`config.mk`:
```
export PLATFORM = sky130hd
export DESIGN_NAME = tft_panel_sync_timing
export DESIGN_NICKNAME = d
export VERILOG_FILES = /design/src/verilog/pixel_fifo.v /design/src/verilog/tft_panel_sync_timing.v
export VERILOG_INCLUDE_DIRS = /design/src /design/src/verilog
export SDC_FILE = /design/constraint.sdc
export NUM_CORES = 1
export LEC_CHECK = 0
export BUFFER_PORTS_ARGS = -buffer_cell sky130_fd_sc_hd__buf_2
export CAP_MARGIN = 20
export CORE_ASPECT_RATIO = 1.2
export CORE_MARGIN = 4
export CORE_UTILIZATION = 54
export DETAILED_ROUTE_END_ITERATION = 8
export PLACE_DENSITY = 0.72
export SETUP_SLACK_MARGIN = 0.5
export SYNTH_ARGS = -nofsm -noshare
export SYNTH_HDL_FRONTEND = slang
export SYNTH_SLANG_ARGS = --single-unit
```
`constraint.sdc`:
```
create_clock -name mclk -period 7.6 [get_ports mclk]
set_input_delay 0.38 -clock mclk [delete_from_list [all_inputs] [get_ports mclk]]
set_output_delay 0.38 -clock mclk [all_outputs]
set_load 0.005 [all_outputs]
```
`src/verilog/tft_timing_defs.vh`:
```
// Constants shared by the panel timing generator and its pixel buffer.
// Assumes it is included by bare name from files under verilog/.
`ifndef TFT_TIMING_DEFS_VH
`define TFT_TIMING_DEFS_VH

// ----------------------------------------------------------------
// Widths and depths
// ----------------------------------------------------------------
`define TFT_CNT_W 12
`define TFT_PIX_W 24
`define TFT_COMP_W 8
`define TFT_FIFO_DEPTH 16
`define TFT_FIFO_AW 4
`define TFT_DLY_W 4
`define TFT_DLY_TAPS 16

// ----------------------------------------------------------------
// Field positions of the sync polarity setting
// ----------------------------------------------------------------
`define TFT_POL_LINE 0
`define TFT_POL_FRAME 1

// ----------------------------------------------------------------
// Reset values and clock figures
// ----------------------------------------------------------------
`define TFT_POL_RESET 2'h0
`define TFT_PIX_RESET 24'h000000
`define TFT_MCLK_NS 40
`define TFT_PCLK_MIN_MHZ 5
`define TFT_PCLK_MAX_MHZ 66

`endif
```
`src/verilog/pixel_fifo.v`:
```
// Pixel buffer: small synchronous FIFO with a registered output stage.
// Assumes one clock (mclk) and an asynchronous active-low reset.
`timescale 1ns/1ps
`default_nettype none
`include "tft_timing_defs.vh"

module pixel_fifo #(
  parameter WIDTH = `TFT_PIX_W,
  parameter DEPTH = `TFT_FIFO_DEPTH,
  parameter AW = `TFT_FIFO_AW
) (
  input wire mclk,
  input wire rst_b,
  input wire [WIDTH-1:0] in_data,
  input wire in_valid,
  output reg in_ready,
  output reg [WIDTH-1:0] out_data,
  output reg out_valid,
  input wire out_ready
);

  reg [WIDTH-1:0] mem [0:DEPTH-1];
  reg [AW-1:0] wr_ptr_reg;
  reg [AW-1:0] rd_ptr_reg;
  reg [AW:0] count_reg;
  reg [AW:0] count_next;
  wire push;
  wire load;

  // ----------------------------------------------------------------
  // Handshake terms
  // ----------------------------------------------------------------
  // Output stage refills whenever it is empty or being taken and the array holds a word
  assign push = in_valid & in_ready;
  assign load = (~out_valid | out_ready) & (count_reg != {(AW+1){1'b0}});

  // Occupancy of the array, output stage not included
  always @* begin
    count_next = count_reg;
    if (push & ~load) begin
      count_next = count_reg + {{AW{1'b0}}, 1'b1};
    end else if (~push & load) begin
      count_next = count_reg - {{AW{1'b0}}, 1'b1};
    end
  end

  // Array write port; no reset, contents are don't-care until written
  always @(posedge mclk) begin
    if (push) begin
      mem[wr_ptr_reg] <= in_data;
    end
  end

  // Pointers, flags and registered read data
  always @(posedge mclk or negedge rst_b) begin
    if (!rst_b) begin
      wr_ptr_reg <= {AW{1'b0}};
      rd_ptr_reg <= {AW{1'b0}};
      count_reg <= {(AW+1){1'b0}};
      in_ready <= 1'b0;
      out_valid <= 1'b0;
      out_data <= {WIDTH{1'b0}};
    end else begin
      count_reg <= count_next;
      // Ready from a register: honest full, one cycle conservative
      in_ready <= (count_next < DEPTH[AW:0]) &&
                  !(push && (count_next == DEPTH[AW:0] - 1'b1));
      if (push) begin
        wr_ptr_reg <= wr_ptr_reg + {{(AW-1){1'b0}}, 1'b1};
      end
      if (load) begin
        out_data <= mem[rd_ptr_reg];
        out_valid <= 1'b1;
        rd_ptr_reg <= rd_ptr_reg + {{(AW-1){1'b0}}, 1'b1};
      end else if (out_ready) begin
        out_valid <= 1'b0;
      end
    end
  end

endmodule
`default_nettype wire

```
`src/verilog/tft_panel_sync_timing.v`:
```
// Pixel-level timing generator for a parallel TFT panel.
// Assumes mclk at 25 MHz, a pixel rate clock from outside the mclk domain,
// a pixel stream on valid/ready, and static timing settings while enabled.
//
// Behaviour
// - Outputs change with rising pixel clock edge
// - Pixel clock runs continuously while display active
// - Line sync starts line, lasts line_pulse_width clocks, at least one
// - Frame sync spans at least one line sync
// - Data enable active high, marks valid pixels
// - Line/frame sync polarity selectable, default high
// - Pixel clock inversion and programmable delay
// - Sizes and porches from programmed settings
// - Pixel bus is red, green, blue bytes
`timescale 1ns/1ps
`default_nettype none
`include "tft_timing_defs.vh"

module tft_panel_sync_timing (
  input wire mclk,
  input wire rst_b,
  input wire pix_clk_in,
  input wire display_enable,
  input wire [`TFT_CNT_W-1:0] active_width,
  input wire [`TFT_CNT_W-1:0] active_height,
  input wire [`TFT_CNT_W-1:0] line_pulse_width,
  input wire [`TFT_CNT_W-1:0] line_back_porch,
  input wire [`TFT_CNT_W-1:0] line_front_porch,
  input wire [`TFT_CNT_W-1:0] frame_pulse_width,
  input wire [`TFT_CNT_W-1:0] frame_back_porch,
  input wire [`TFT_CNT_W-1:0] frame_front_porch,
  input wire [1:0] sync_polarity_setting,
  input wire pclk_invert,
  input wire [`TFT_DLY_W-1:0] pclk_delay,
  input wire [`TFT_COMP_W-1:0] src_red,
  input wire [`TFT_COMP_W-1:0] src_green,
  input wire [`TFT_COMP_W-1:0] src_blue,
  input wire src_valid,
  output wire src_ready,
  output reg panel_pclk,
  output reg line_sync,
  output reg frame_sync,
  output reg pixel_valid_enable,
  output reg [`TFT_PIX_W-1:0] line_pixel_bus,
  output reg underrun
);

  // ----------------------------------------------------------------
  // Helpers
  // ----------------------------------------------------------------
  // A zero width would drop a phase; sync and active phases last at least one clock, porches may be zero
  function [`TFT_CNT_W-1:0] at_least_one;
    input [`TFT_CNT_W-1:0] v;
    begin
      at_least_one = (v == {`TFT_CNT_W{1'b0}}) ? {{(`TFT_CNT_W-1){1'b0}}, 1'b1} : v;
    end
  endfunction

  // Phase boundaries of one axis: end of sync, end of porch, end of active
  function [`TFT_CNT_W-1:0] bound;
    input [`TFT_CNT_W-1:0] a;
    input [`TFT_CNT_W-1:0] b;
    begin
      bound = a + b;
    end
  endfunction

  // ----------------------------------------------------------------
  // Pixel clock sampling
  // ----------------------------------------------------------------
  reg pclk_meta_reg;
  reg pclk_sync_reg;
  reg pclk_prev_reg;
  reg [`TFT_DLY_TAPS-1:0] pclk_tap_reg;
  reg en_meta_reg;
  reg en_sync_reg;
  wire pix_edge;

  // Two stages before anything reads the pin; the pixel clock must stay
  // below mclk/2, so 25 MHz sampling covers only the low end of 5..66 MHz
  always @(posedge mclk or negedge rst_b) begin
    if (!rst_b) begin
      pclk_meta_reg <= 1'b0;
      pclk_sync_reg <= 1'b0;
      pclk_prev_reg <= 1'b0;
      en_meta_reg <= 1'b0;
      en_sync_reg <= 1'b0;
      pclk_tap_reg <= {`TFT_DLY_TAPS{1'b0}};
    end else begin
      pclk_meta_reg <= pix_clk_in;
      pclk_sync_reg <= pclk_meta_reg;
      pclk_prev_reg <= pclk_sync_reg;
      en_meta_reg <= display_enable;
      en_sync_reg <= en_meta_reg;
      pclk_tap_reg <= {pclk_tap_reg[`TFT_DLY_TAPS-2:0], pclk_sync_reg};
    end
  end

  assign pix_edge = pclk_sync_reg & ~pclk_prev_reg;

  // Delayed, optionally inverted clock to the panel, gated only by enable
  always @(posedge mclk or negedge rst_b) begin
    if (!rst_b) begin
      panel_pclk <= 1'b0;
    end else begin
      panel_pclk <= en_sync_reg &
                    ((pclk_delay == {`TFT_DLY_W{1'b0}} ? pclk_sync_reg :
                      pclk_tap_reg[pclk_delay - 1'b1]) ^ pclk_invert);
    end
  end

  // ----------------------------------------------------------------
  // Line and frame counters
  // ----------------------------------------------------------------
  reg [`TFT_CNT_W-1:0] h_cnt_reg;
  reg [`TFT_CNT_W-1:0] v_cnt_reg;
  reg [`TFT_CNT_W-1:0] h_cnt_next;
  reg [`TFT_CNT_W-1:0] v_cnt_next;
  wire [`TFT_CNT_W-1:0] h_sync_end;
  wire [`TFT_CNT_W-1:0] h_act_beg;
  wire [`TFT_CNT_W-1:0] h_act_end;
  wire [`TFT_CNT_W-1:0] h_total;
  wire [`TFT_CNT_W-1:0] v_sync_end;
  wire [`TFT_CNT_W-1:0] v_act_beg;
  wire [`TFT_CNT_W-1:0] v_act_end;
  wire [`TFT_CNT_W-1:0] v_total;
  wire h_active_next;
  wire v_active_next;
  wire de_next;

  // Sync, back porch, active area and front porch, in that order
  assign h_sync_end = at_least_one(line_pulse_width);
  assign h_act_beg = bound(h_sync_end, line_back_porch);
  assign h_act_end = bound(h_act_beg, at_least_one(active_width));
  assign h_total = bound(h_act_end, line_front_porch);
  assign v_sync_end = at_least_one(frame_pulse_width);
  assign v_act_beg = bound(v_sync_end, frame_back_porch);
  assign v_act_end = bound(v_act_beg, at_least_one(active_height));
  assign v_total = bound(v_act_end, frame_front_porch);

  // Next position; lines advance at the end of each line
  always @* begin
    h_cnt_next = h_cnt_reg + {{(`TFT_CNT_W-1){1'b0}}, 1'b1};
    v_cnt_next = v_cnt_reg;
    if (h_cnt_next >= h_total) begin
      h_cnt_next = {`TFT_CNT_W{1'b0}};
      v_cnt_next = v_cnt_reg + {{(`TFT_CNT_W-1){1'b0}}, 1'b1};
      if (v_cnt_next >= v_total) begin
        v_cnt_next = {`TFT_CNT_W{1'b0}};
      end
    end
  end

  assign h_active_next = (h_cnt_next >= h_act_beg) && (h_cnt_next < h_act_end);
  assign v_active_next = (v_cnt_next >= v_act_beg) && (v_cnt_next < v_act_end);
  assign de_next = h_active_next & v_active_next;

  // ----------------------------------------------------------------
  // Pixel buffer
  // ----------------------------------------------------------------
  wire [`TFT_PIX_W-1:0] fifo_data;
  wire fifo_valid;
  wire fifo_pop;

  // Only taken on an active pixel edge, so the source really stalls
  assign fifo_pop = en_sync_reg & pix_edge & de_next;

  pixel_fifo #(
    .WIDTH(`TFT_PIX_W),
    .DEPTH(`TFT_FIFO_DEPTH),
    .AW(`TFT_FIFO_AW)
  ) u_fifo (
    .mclk(mclk),
    .rst_b(rst_b),
    .in_data({src_red, src_green, src_blue}),
    .in_valid(src_valid),
    .in_ready(src_ready),
    .out_data(fifo_data),
    .out_valid(fifo_valid),
    .out_ready(fifo_pop)
  );

  // ----------------------------------------------------------------
  // Panel outputs
  // ----------------------------------------------------------------
  // Everything moves on the mclk cycle where the pixel clock rises, the
  // same cycle the undelayed panel clock rises, so the panel sees stable
  // data on its own rising edge
  always @(posedge mclk or negedge rst_b) begin
    if (!rst_b) begin
      h_cnt_reg <= {`TFT_CNT_W{1'b0}};
      v_cnt_reg <= {`TFT_CNT_W{1'b0}};
      line_sync <= 1'b0;
      frame_sync <= 1'b0;
      pixel_valid_enable <= 1'b0;
      line_pixel_bus <= `TFT_PIX_RESET;
      underrun <= 1'b0;
    end else if (!en_sync_reg) begin
      // Idle: counters park at the last position so the first edge
      // starts a new line and frame
      h_cnt_reg <= h_total - {{(`TFT_CNT_W-1){1'b0}}, 1'b1};
      v_cnt_reg <= v_total - {{(`TFT_CNT_W-1){1'b0}}, 1'b1};
      line_sync <= sync_polarity_setting[`TFT_POL_LINE];
      frame_sync <= sync_polarity_setting[`TFT_POL_FRAME];
      pixel_valid_enable <= 1'b0;
      line_pixel_bus <= `TFT_PIX_RESET;
      underrun <= 1'b0;
    end else begin
      underrun <= 1'b0;
      if (pix_edge) begin
        h_cnt_reg <= h_cnt_next;
        v_cnt_reg <= v_cnt_next;
        // Frame pulse covers whole lines, so it spans their line pulses
        line_sync <= (h_cnt_next < h_sync_end) ^
                     sync_polarity_setting[`TFT_POL_LINE];
        frame_sync <= (v_cnt_next < v_sync_end) ^
                      sync_polarity_setting[`TFT_POL_FRAME];
        pixel_valid_enable <= de_next;
        // An empty buffer shows black and flags a one-cycle underrun
        if (de_next) begin
          line_pixel_bus <= fifo_valid ? fifo_data : `TFT_PIX_RESET;
          underrun <= ~fifo_valid;
        end else begin
          line_pixel_bus <= `TFT_PIX_RESET;
        end
      end
    end
  end

endmodule
`default_nettype wire

```
Yosys cells after proc, flatten, opt, wreduce, memory -nomap -nowiden
Memories as Yosys holds them, arrays and structs flattened. A register that Yosys moved wholly into a read port is not among the register bits.
Index checks and enable logic that the tools add are counted.
{"block": "classes", "n_bitwise": 17, "magnitude_cmp": 10, "n_eq_ne": 2, "add_sub_neg": 15, "reduce_logical": 13, "muxes": 33}
{"op": "$mux 12", "n": 11}
{"op": "$mux 24", "n": 4}
{"op": "$add 12x12->12", "n": 6}
{"op": "$ge 12x12->1", "n": 4}
{"op": "$logic_not 12->1", "n": 4}
{"op": "$lt 12x12->1", "n": 4}
{"op": "$add 12x1->12 const B", "n": 2}
{"op": "$sub 12x1->12 const B", "n": 2}
{"op": "$mux 1", "n": 15}
{"op": "$mux 5", "n": 2}
{"op": "$and 1x1->1", "n": 9}
{"op": "$add 4x1->4 const B", "n": 2}
{"op": "$add 5x1->5 const B", "n": 1}
{"op": "$eq 5x4->1 const B", "n": 1}
{"op": "$lt 4x5->1 const B", "n": 1}
{"op": "$lt 5x5->1 const B", "n": 1}
{"op": "$reduce_bool 5->1", "n": 1}
{"op": "$sub 5x1->5 const B", "n": 1}
{"op": "$bmux 1 s4", "n": 1}
{"op": "$logic_and 1x1->1", "n": 4}
{"op": "$logic_not 4->1", "n": 1}
{"op": "$not 1->1", "n": 4}
{"op": "$sub 4x1->4 const B", "n": 1}
{"op": "$xor 1x1->1", "n": 3}
{"op": "other kinds (4)", "n": 5}
{"block": "word_totals", "in_bits": 132, "mem_bits_rw": 384, "out_inout_bits": 30, "wordCells": 110, "regBits": 89, "memories": 1}
{"name": "u_fifo.mem", "depth": 16, "width": 24, "rd": 1, "rd_ports_with_merged_regs": 1, "write_ports": 1, "line": "pixel_fifo.v:22", "source": "reg [WIDTH-1:0] mem [0:DEPTH-1];"}

Depth between registers and ports, before layout
{"block": "logic_depth", "ltp_word": 21, "ltp_mapped": 47, "mapped_depth_nobuf": 45}

Modules after synthesis
From an unflattened synthesis, not the netlist that was laid out.
{"block": "hier_totals", "cells_unflattened": 1973, "hier_area_um2": 26096.3}
{"module": "pixel_fifo", "cells_per_inst": 734, "area_per_inst_um2": 16275.6, "n_inst": 1}
{"module": "tft_panel_sync_timing", "cells_per_inst": 1239, "area_per_inst_um2": 9820.7, "n_inst": 1}

Worst setup path after synthesis
No wires, ideal clock.
{"block": "synth_timing", "path_kind": "input-to-reg", "startpoint": "input line_pulse_width[5]", "endpoint": "register u_fifo.count_reg[1]", "setup_time_ps": 121, "arrival_ps": 8384, "required_ps": 7479, "cell_stages": 42, "slack_ps": -905, "cell_sequence": "nor4_1 > a31o_2 > ha_1 > inv_1 > fa_1 > xor2_1 > inv_1 > ha_1 > nor2b_1 > o21ai_0 > nand2_1 > a21o_1 > a21o_1 > a21o_1 > a21o_1 > a21o_1 > a21o_1 > xor2_1 > (+6 left out) > o21ai_0 > a21oi_1 > o22ai_1 > a311oi_4 > nand2_1 > clkbuf_1 > o41ai_1 > ha_1 > a2111o_1 > nor2_1 > or3_1 > nor4_1 > nand4_1 > nor3_2 > a21o_2 > o21ai_4 > maj3_2 > o22a_1"}
{"block": "synth_between", "elab_chain_len": 16, "word_cells_on_any_way": 23, "cone_classes": "3 x add/sub; 5 x order compare; 5 x mux; 7 x bitwise; 3 x reduce/logical"}
{"element": "from (decl)", "line": "tft_panel_sync_timing.v:26", "source": "input wire [`TFT_CNT_W-1:0] line_pulse_width,"}
{"element": "$logic_not 12->1", "line": "tft_panel_sync_timing.v:55", "source": "at_least_one = (v == {`TFT_CNT_W{1'b0}}) ? {{(`TFT_CNT_W-1){1'b0}}, 1'b1} : v;"}
{"element": "$mux 12 (*)", "line": "tft_panel_sync_timing.v:55"}
{"element": "$add 12x12->12 (*)", "line": "tft_panel_sync_timing.v:64", "source": "bound = a + b;"}
{"element": "$add 12x12->12 (2 in series)", "line": "tft_panel_sync_timing.v:64"}
{"element": "$ge 12x12->1", "line": "tft_panel_sync_timing.v:145", "source": "if (h_cnt_next >= h_total) begin"}
{"element": "$mux 12", "line": "tft_panel_sync_timing.v:145"}
{"element": "$ge 12x12->1, or another cell as far along", "line": "tft_panel_sync_timing.v:154", "source": "assign h_active_next = (h_cnt_next >= h_act_beg) && (h_cnt_next < h_act_end);"}
{"element": "$logic_and 1x1->1, on equally long branches", "line": "tft_panel_sync_timing.v:154, tft_panel_sync_timing.v:155"}
{"element": "$and 1x1->1 (*)", "line": "tft_panel_sync_timing.v:156", "source": "assign de_next = h_active_next & v_active_next;"}
{"element": "$and 1x1->1 (*)", "line": "tft_panel_sync_timing.v:166", "source": "assign fifo_pop = en_sync_reg & pix_edge & de_next;"}
{"element": "$or 1x1->1 (*)", "line": "pixel_fifo.v:35", "source": "assign load = (~out_valid | out_ready) & (count_reg != {(AW+1){1'b0}});"}
{"element": "$and 1x1->1 (*)", "line": "pixel_fifo.v:35"}
{"element": "$and 1x1->1 or $not 1->1 (tied branches)", "line": "pixel_fifo.v:42, pixel_fifo.v:40"}
{"element": "$mux 5 or $and 1x1->1 (tied branches)", "line": "pixel_fifo.v:42, pixel_fifo.v:40"}
{"element": "$mux 5 (*)", "line": "pixel_fifo.v:40", "source": "if (push & ~load) begin"}
{"element": "named net u_fifo.count_next[1]", "line": "pixel_fifo.v:26", "source": "reg [AW:0] count_next;"}
{"element": "to (signal assigned)", "line": "pixel_fifo.v:59", "source": "count_reg <= {(AW+1){1'b0}};"}
{"element": "to (signal assigned)", "line": "pixel_fifo.v:64", "source": "count_reg <= count_next;"}
{"element": "to (decl)", "line": "pixel_fifo.v:25", "source": "reg [AW:0] count_reg;"}
Mark *: on every way through the listed nets, which the timed path passes. The rest lies on a longest branch.
A chain may end at the register's enable or synchronous reset.

Worst setup path after layout
{"block": "layout_timing", "startpoint": "input line_pulse_width[8]", "endpoint": "register u_fifo.count_reg[1]"}
The elaborated chain is that of the path after synthesis.

==> results.json <==
{
  "worstSetupStartpointType": "input pin",
  "drc_errors": 0,
  "synth_cells": 1828,
  "setup_viol": 59,
  "worstRegToRegCells": 30,
  "cp-startpoint": "line_pulse_width[8]",
  "drv_cap": 0,
  "power_frac_seq": 0.268,
  "ys_ff_latch": 496,
  "drt_iter0_drc": 1289,
  "violations": "setup timing",
  "dp.cells": 2791,
  "slew_headroom": 0.317,
  "r2r_end": "u_fifo.count_reg[2]$_DFF_PN0_",
  "root_buffer": "clkbuf_16",
  "place_hpwl_microns": 41800,
  "p_sw_frac": 0.374,
  "fp.dieW_microns": 206,
  "synth_top_area_cell": "edfxtp_1",
  "top_regs": "u_fifo.mem x384, line_pixel_bus x24, u_fifo.out_data x24",
  "p_leak_uw": 0.0127,
  "path_delay_family": "compound AO/OA/AOI/OAI gates",
  "grt_pass1_wl_microns": 97900,
  "rsz0062_at_grt": "true",
  "vias": 17000,
  "fmax_mhz": 125,
  "grt_overflow": 0,
  "cp.required_ns": 8.03,
  "wl_per_cell_microns": 22.0,
  "antenna_found_initial": 4,
  "cp_max_fo": 8,
  "ios": 162,
  "clkPwrFrac": 0.177,
  "coreArea_sq_um": 46200,
  "max_stage_delay_ns": 0.49,
  "crit_end": "u_fifo.count_reg[1]$_DFF_PN0_",
  "ant_nets": 0,
  "cts_inserted_buffers": 45,
  "crit_arrival_ns": 8.42,
  "skew_ns": 0.0163,
  "areaGrowthSynthToFinish_pct": 23.0,
  "grt_max_degree": 63,
  "wirelength_microns": 64100,
  "synth_common_cells": "edfxtp_1, ha_1, dfrtp_1",
  "largest_reg_flops": 384,
  "place_area_sq_um": 28800,
  "power_frac_comb": 0.554,
  "period_needed_ns": 7.98,
  "cp_common_cell": "a21o_1",
  "row_count": 86,
  "synthDistinctLibCells": 77,
  "final_area_sq_um": 31200,
  "synth-edff-count": 384,
  "path_clk_slew_ns": 0.06,
  "synth.area.top_cells": "edfxtp_1, dfrtp_1, mux4_2",
  "yosysWarnings": 0,
  "path_class": "input pin to flip-flop",
  "p_sw_uw": 4910,
  "gp_congestion": 0.919,
  "maxSlewViolCount": 0,
  "hold_violations": 0,
  "post_drt_via_cell_ratio": 5.84,
  "irDropWorstVdd_mv": 0.271,
  "clkSinkCount": 496,
  "grt_pass1_vias": 17700,
  "r2r-start": "h_cnt_reg[2]$_DFFE_PN0P_",
  "port_buffers": 161,
  "die_height_microns": 245,
  "seq_area_frac_synth": 0.566,
  "fin_tns_setup_ns": -16.36,
  "period_share": 1.05,
  "htreeDepth": 2,
  "crit_slowest_cell": "or4_1",
  "syn_area_sq_um": 25300,
  "clockBufferDepth": 3,
  "syn_avg_cell_area_sq_um": 13.9,
  "status": "complete, but fails checks",
  "synth_ff_type": "edfxtp_1",
  "end_kind": "flip-flop",
  "path_depth": 44,
  "cp_num_buf_inv": 6,
  "power_uw": 13100,
  "p_int_uw": 8220,
  "grtUsageTotal": 0.251,
  "syn_nets": 2137,
  "initial_core_util": 0.549,
  "clock_latency_ns": 0.56,
  "synth-async-reset-ratio": 0.226,
  "min_path_type": "input pin to flip-flop",
  "cts_tree": "built",
  "finalNonFillerCells": 2909,
  "power_density_nw_per_um2": 422,
  "drtPass1Iterations": 5,
  "nets": 2565,
  "top_register": "u_fifo.mem",
  "fin_ws_ns": -0.384,
  "tightest_slew_ns": 1.02,
  "r2r_slack_ns": 1.70,
  "die_area_sq_um": 50500,
  "synth_most_common_cell": "edfxtp_1",
  "synth_top_area_frac": 0.455,
  "drive_above_1_share": 0.335
}
==> worst min-delay path by stage <==
stage                                        start                      end  cells after the start
after global routing      sync_polarity_setting[1]   frame_sync$_DFFE_PN0P_                      3
after CTS                              pclk_invert     panel_pclk$_DFF_PN0_                      3
after floorplan                              rst_b    en_meta_reg$_DFF_PN0_                      0
after global placement     pclk_meta_reg$_DFF_PN0_  pclk_sync_reg$_DFF_PN0_                      0
final                                  pclk_invert     panel_pclk$_DFF_PN0_                      3
after detailed placement   pclk_meta_reg$_DFF_PN0_  pclk_sync_reg$_DFF_PN0_                      0
==> placed cells by master, fill, tap and decap left out, types with 8 or more instances in the layout <==
master and n:
edfxtp_1 384, buf_4 297, ha_1 162, buf_2 156, dfrtp_1 110, inv_1 107, mux4_2 104, nand2_1 73
nor2_1 68, xnor2_1 67, a21oi_1 65, a21o_1 49, clkbuf_16 48, o21ai_0 46, xor2_1 34, nand3_1 27
mux2i_1 27, nor3_1 26, and2_1 25, a22o_1 25, and3_1 17, o21ai_1 16, a211oi_1 15, mux2_4 15
a31oi_1 14, nand2b_1 13, nor2b_1 12, nand4_1 12, a221oi_1 11, or3_1 10, nand2_2 10, o21bai_1 10
nor4_1 10, a222oi_1 10, xnor2_2 8, o21ai_2 8, clkbuf_1 8, clkinv_2 8, buf_6 8
==> routing by layer <==
layer  vias to the layer above  wire, microns  GRT usage
li1                       7812              -          -
met1                      8444          24100      0.311
met2                       589          33800      0.451
met3                       150           3670     0.0318
met4                         4           2510     0.0918
met5                         -             27          0
==> per-stage QoR <==
stage          hold WS [ns]  utilization  setup slack, ns
4_1_cts              0.0979        0.669           -0.189
2_1_floorplan        0.0844            -           -0.323
6_report              0.113        0.675           -0.384
3_3_place_gp          0.334        0.624           -0.782
3_5_place_dp          0.336        0.624           -0.955
5_1_grt               0.127        0.675           -0.801
==> worst register-to-register path, delay by kind of cell, from the launching register on <==
family,cells,cell delay [ns]
buffers and inverters,6,0.88
and+or+nand+nor,9,1.40
adders and majority gates,2,0.50
AOI/OAI and AO/OA,10,1.87
DFF,1,0.43
xor gates and xnor gates,2,0.52
muxes,1,0.23
==> repair_timing <==
action                                  4_1_cts  5_1_grt
endpoints found under the setup margin       63       63
setup buffers                                17        8
hold endpoints to repair                     52        0
resized for setup                            68       50
hold buffers                                  3        0
pin swaps                                    33       18
cloned                                        5        1
==> area by class of cell <==
class,instances,area [sq um]
Clock buffer,57,1230
Inverter,113,424
Antenna cell,2,5.00
Fill cell,3196,15000
Tap cell,616,771
Multi-Input combinational cell,1123,10700
Sequential cell,496,14300
Timing Repair Buffer,477,3430
Clock inverter,25,294
==> cell families after synthesis <==
group,Yosys count,share of synthesized area
multiplexers,147,0.112
AND/OR/NAND/NOR,339,0.0665
AO/OA/AOI/OAI,343,0.0936
buffers and inverters,209,0.0322
flip-flops,496,0.566
adder cells (fa/ha/maj),178,0.0896
XOR/XNOR,116,0.0406
==> power by group through the flow <==
stage / logic, uW / clock network, uW / registers [uW]
3_3_place_gp: 6570 / 0 / 3540
5_1_grt: 7950 / 2490 / 3560
4_1_cts: 7030 / 2360 / 3510
6_report: 7280 / 2330 / 3520
2_1_floorplan: 4120 / 0 / 3430
3_5_place_dp: 6790 / 0 / 3560
No activity file was read; power rests on OpenSTA's default activity.
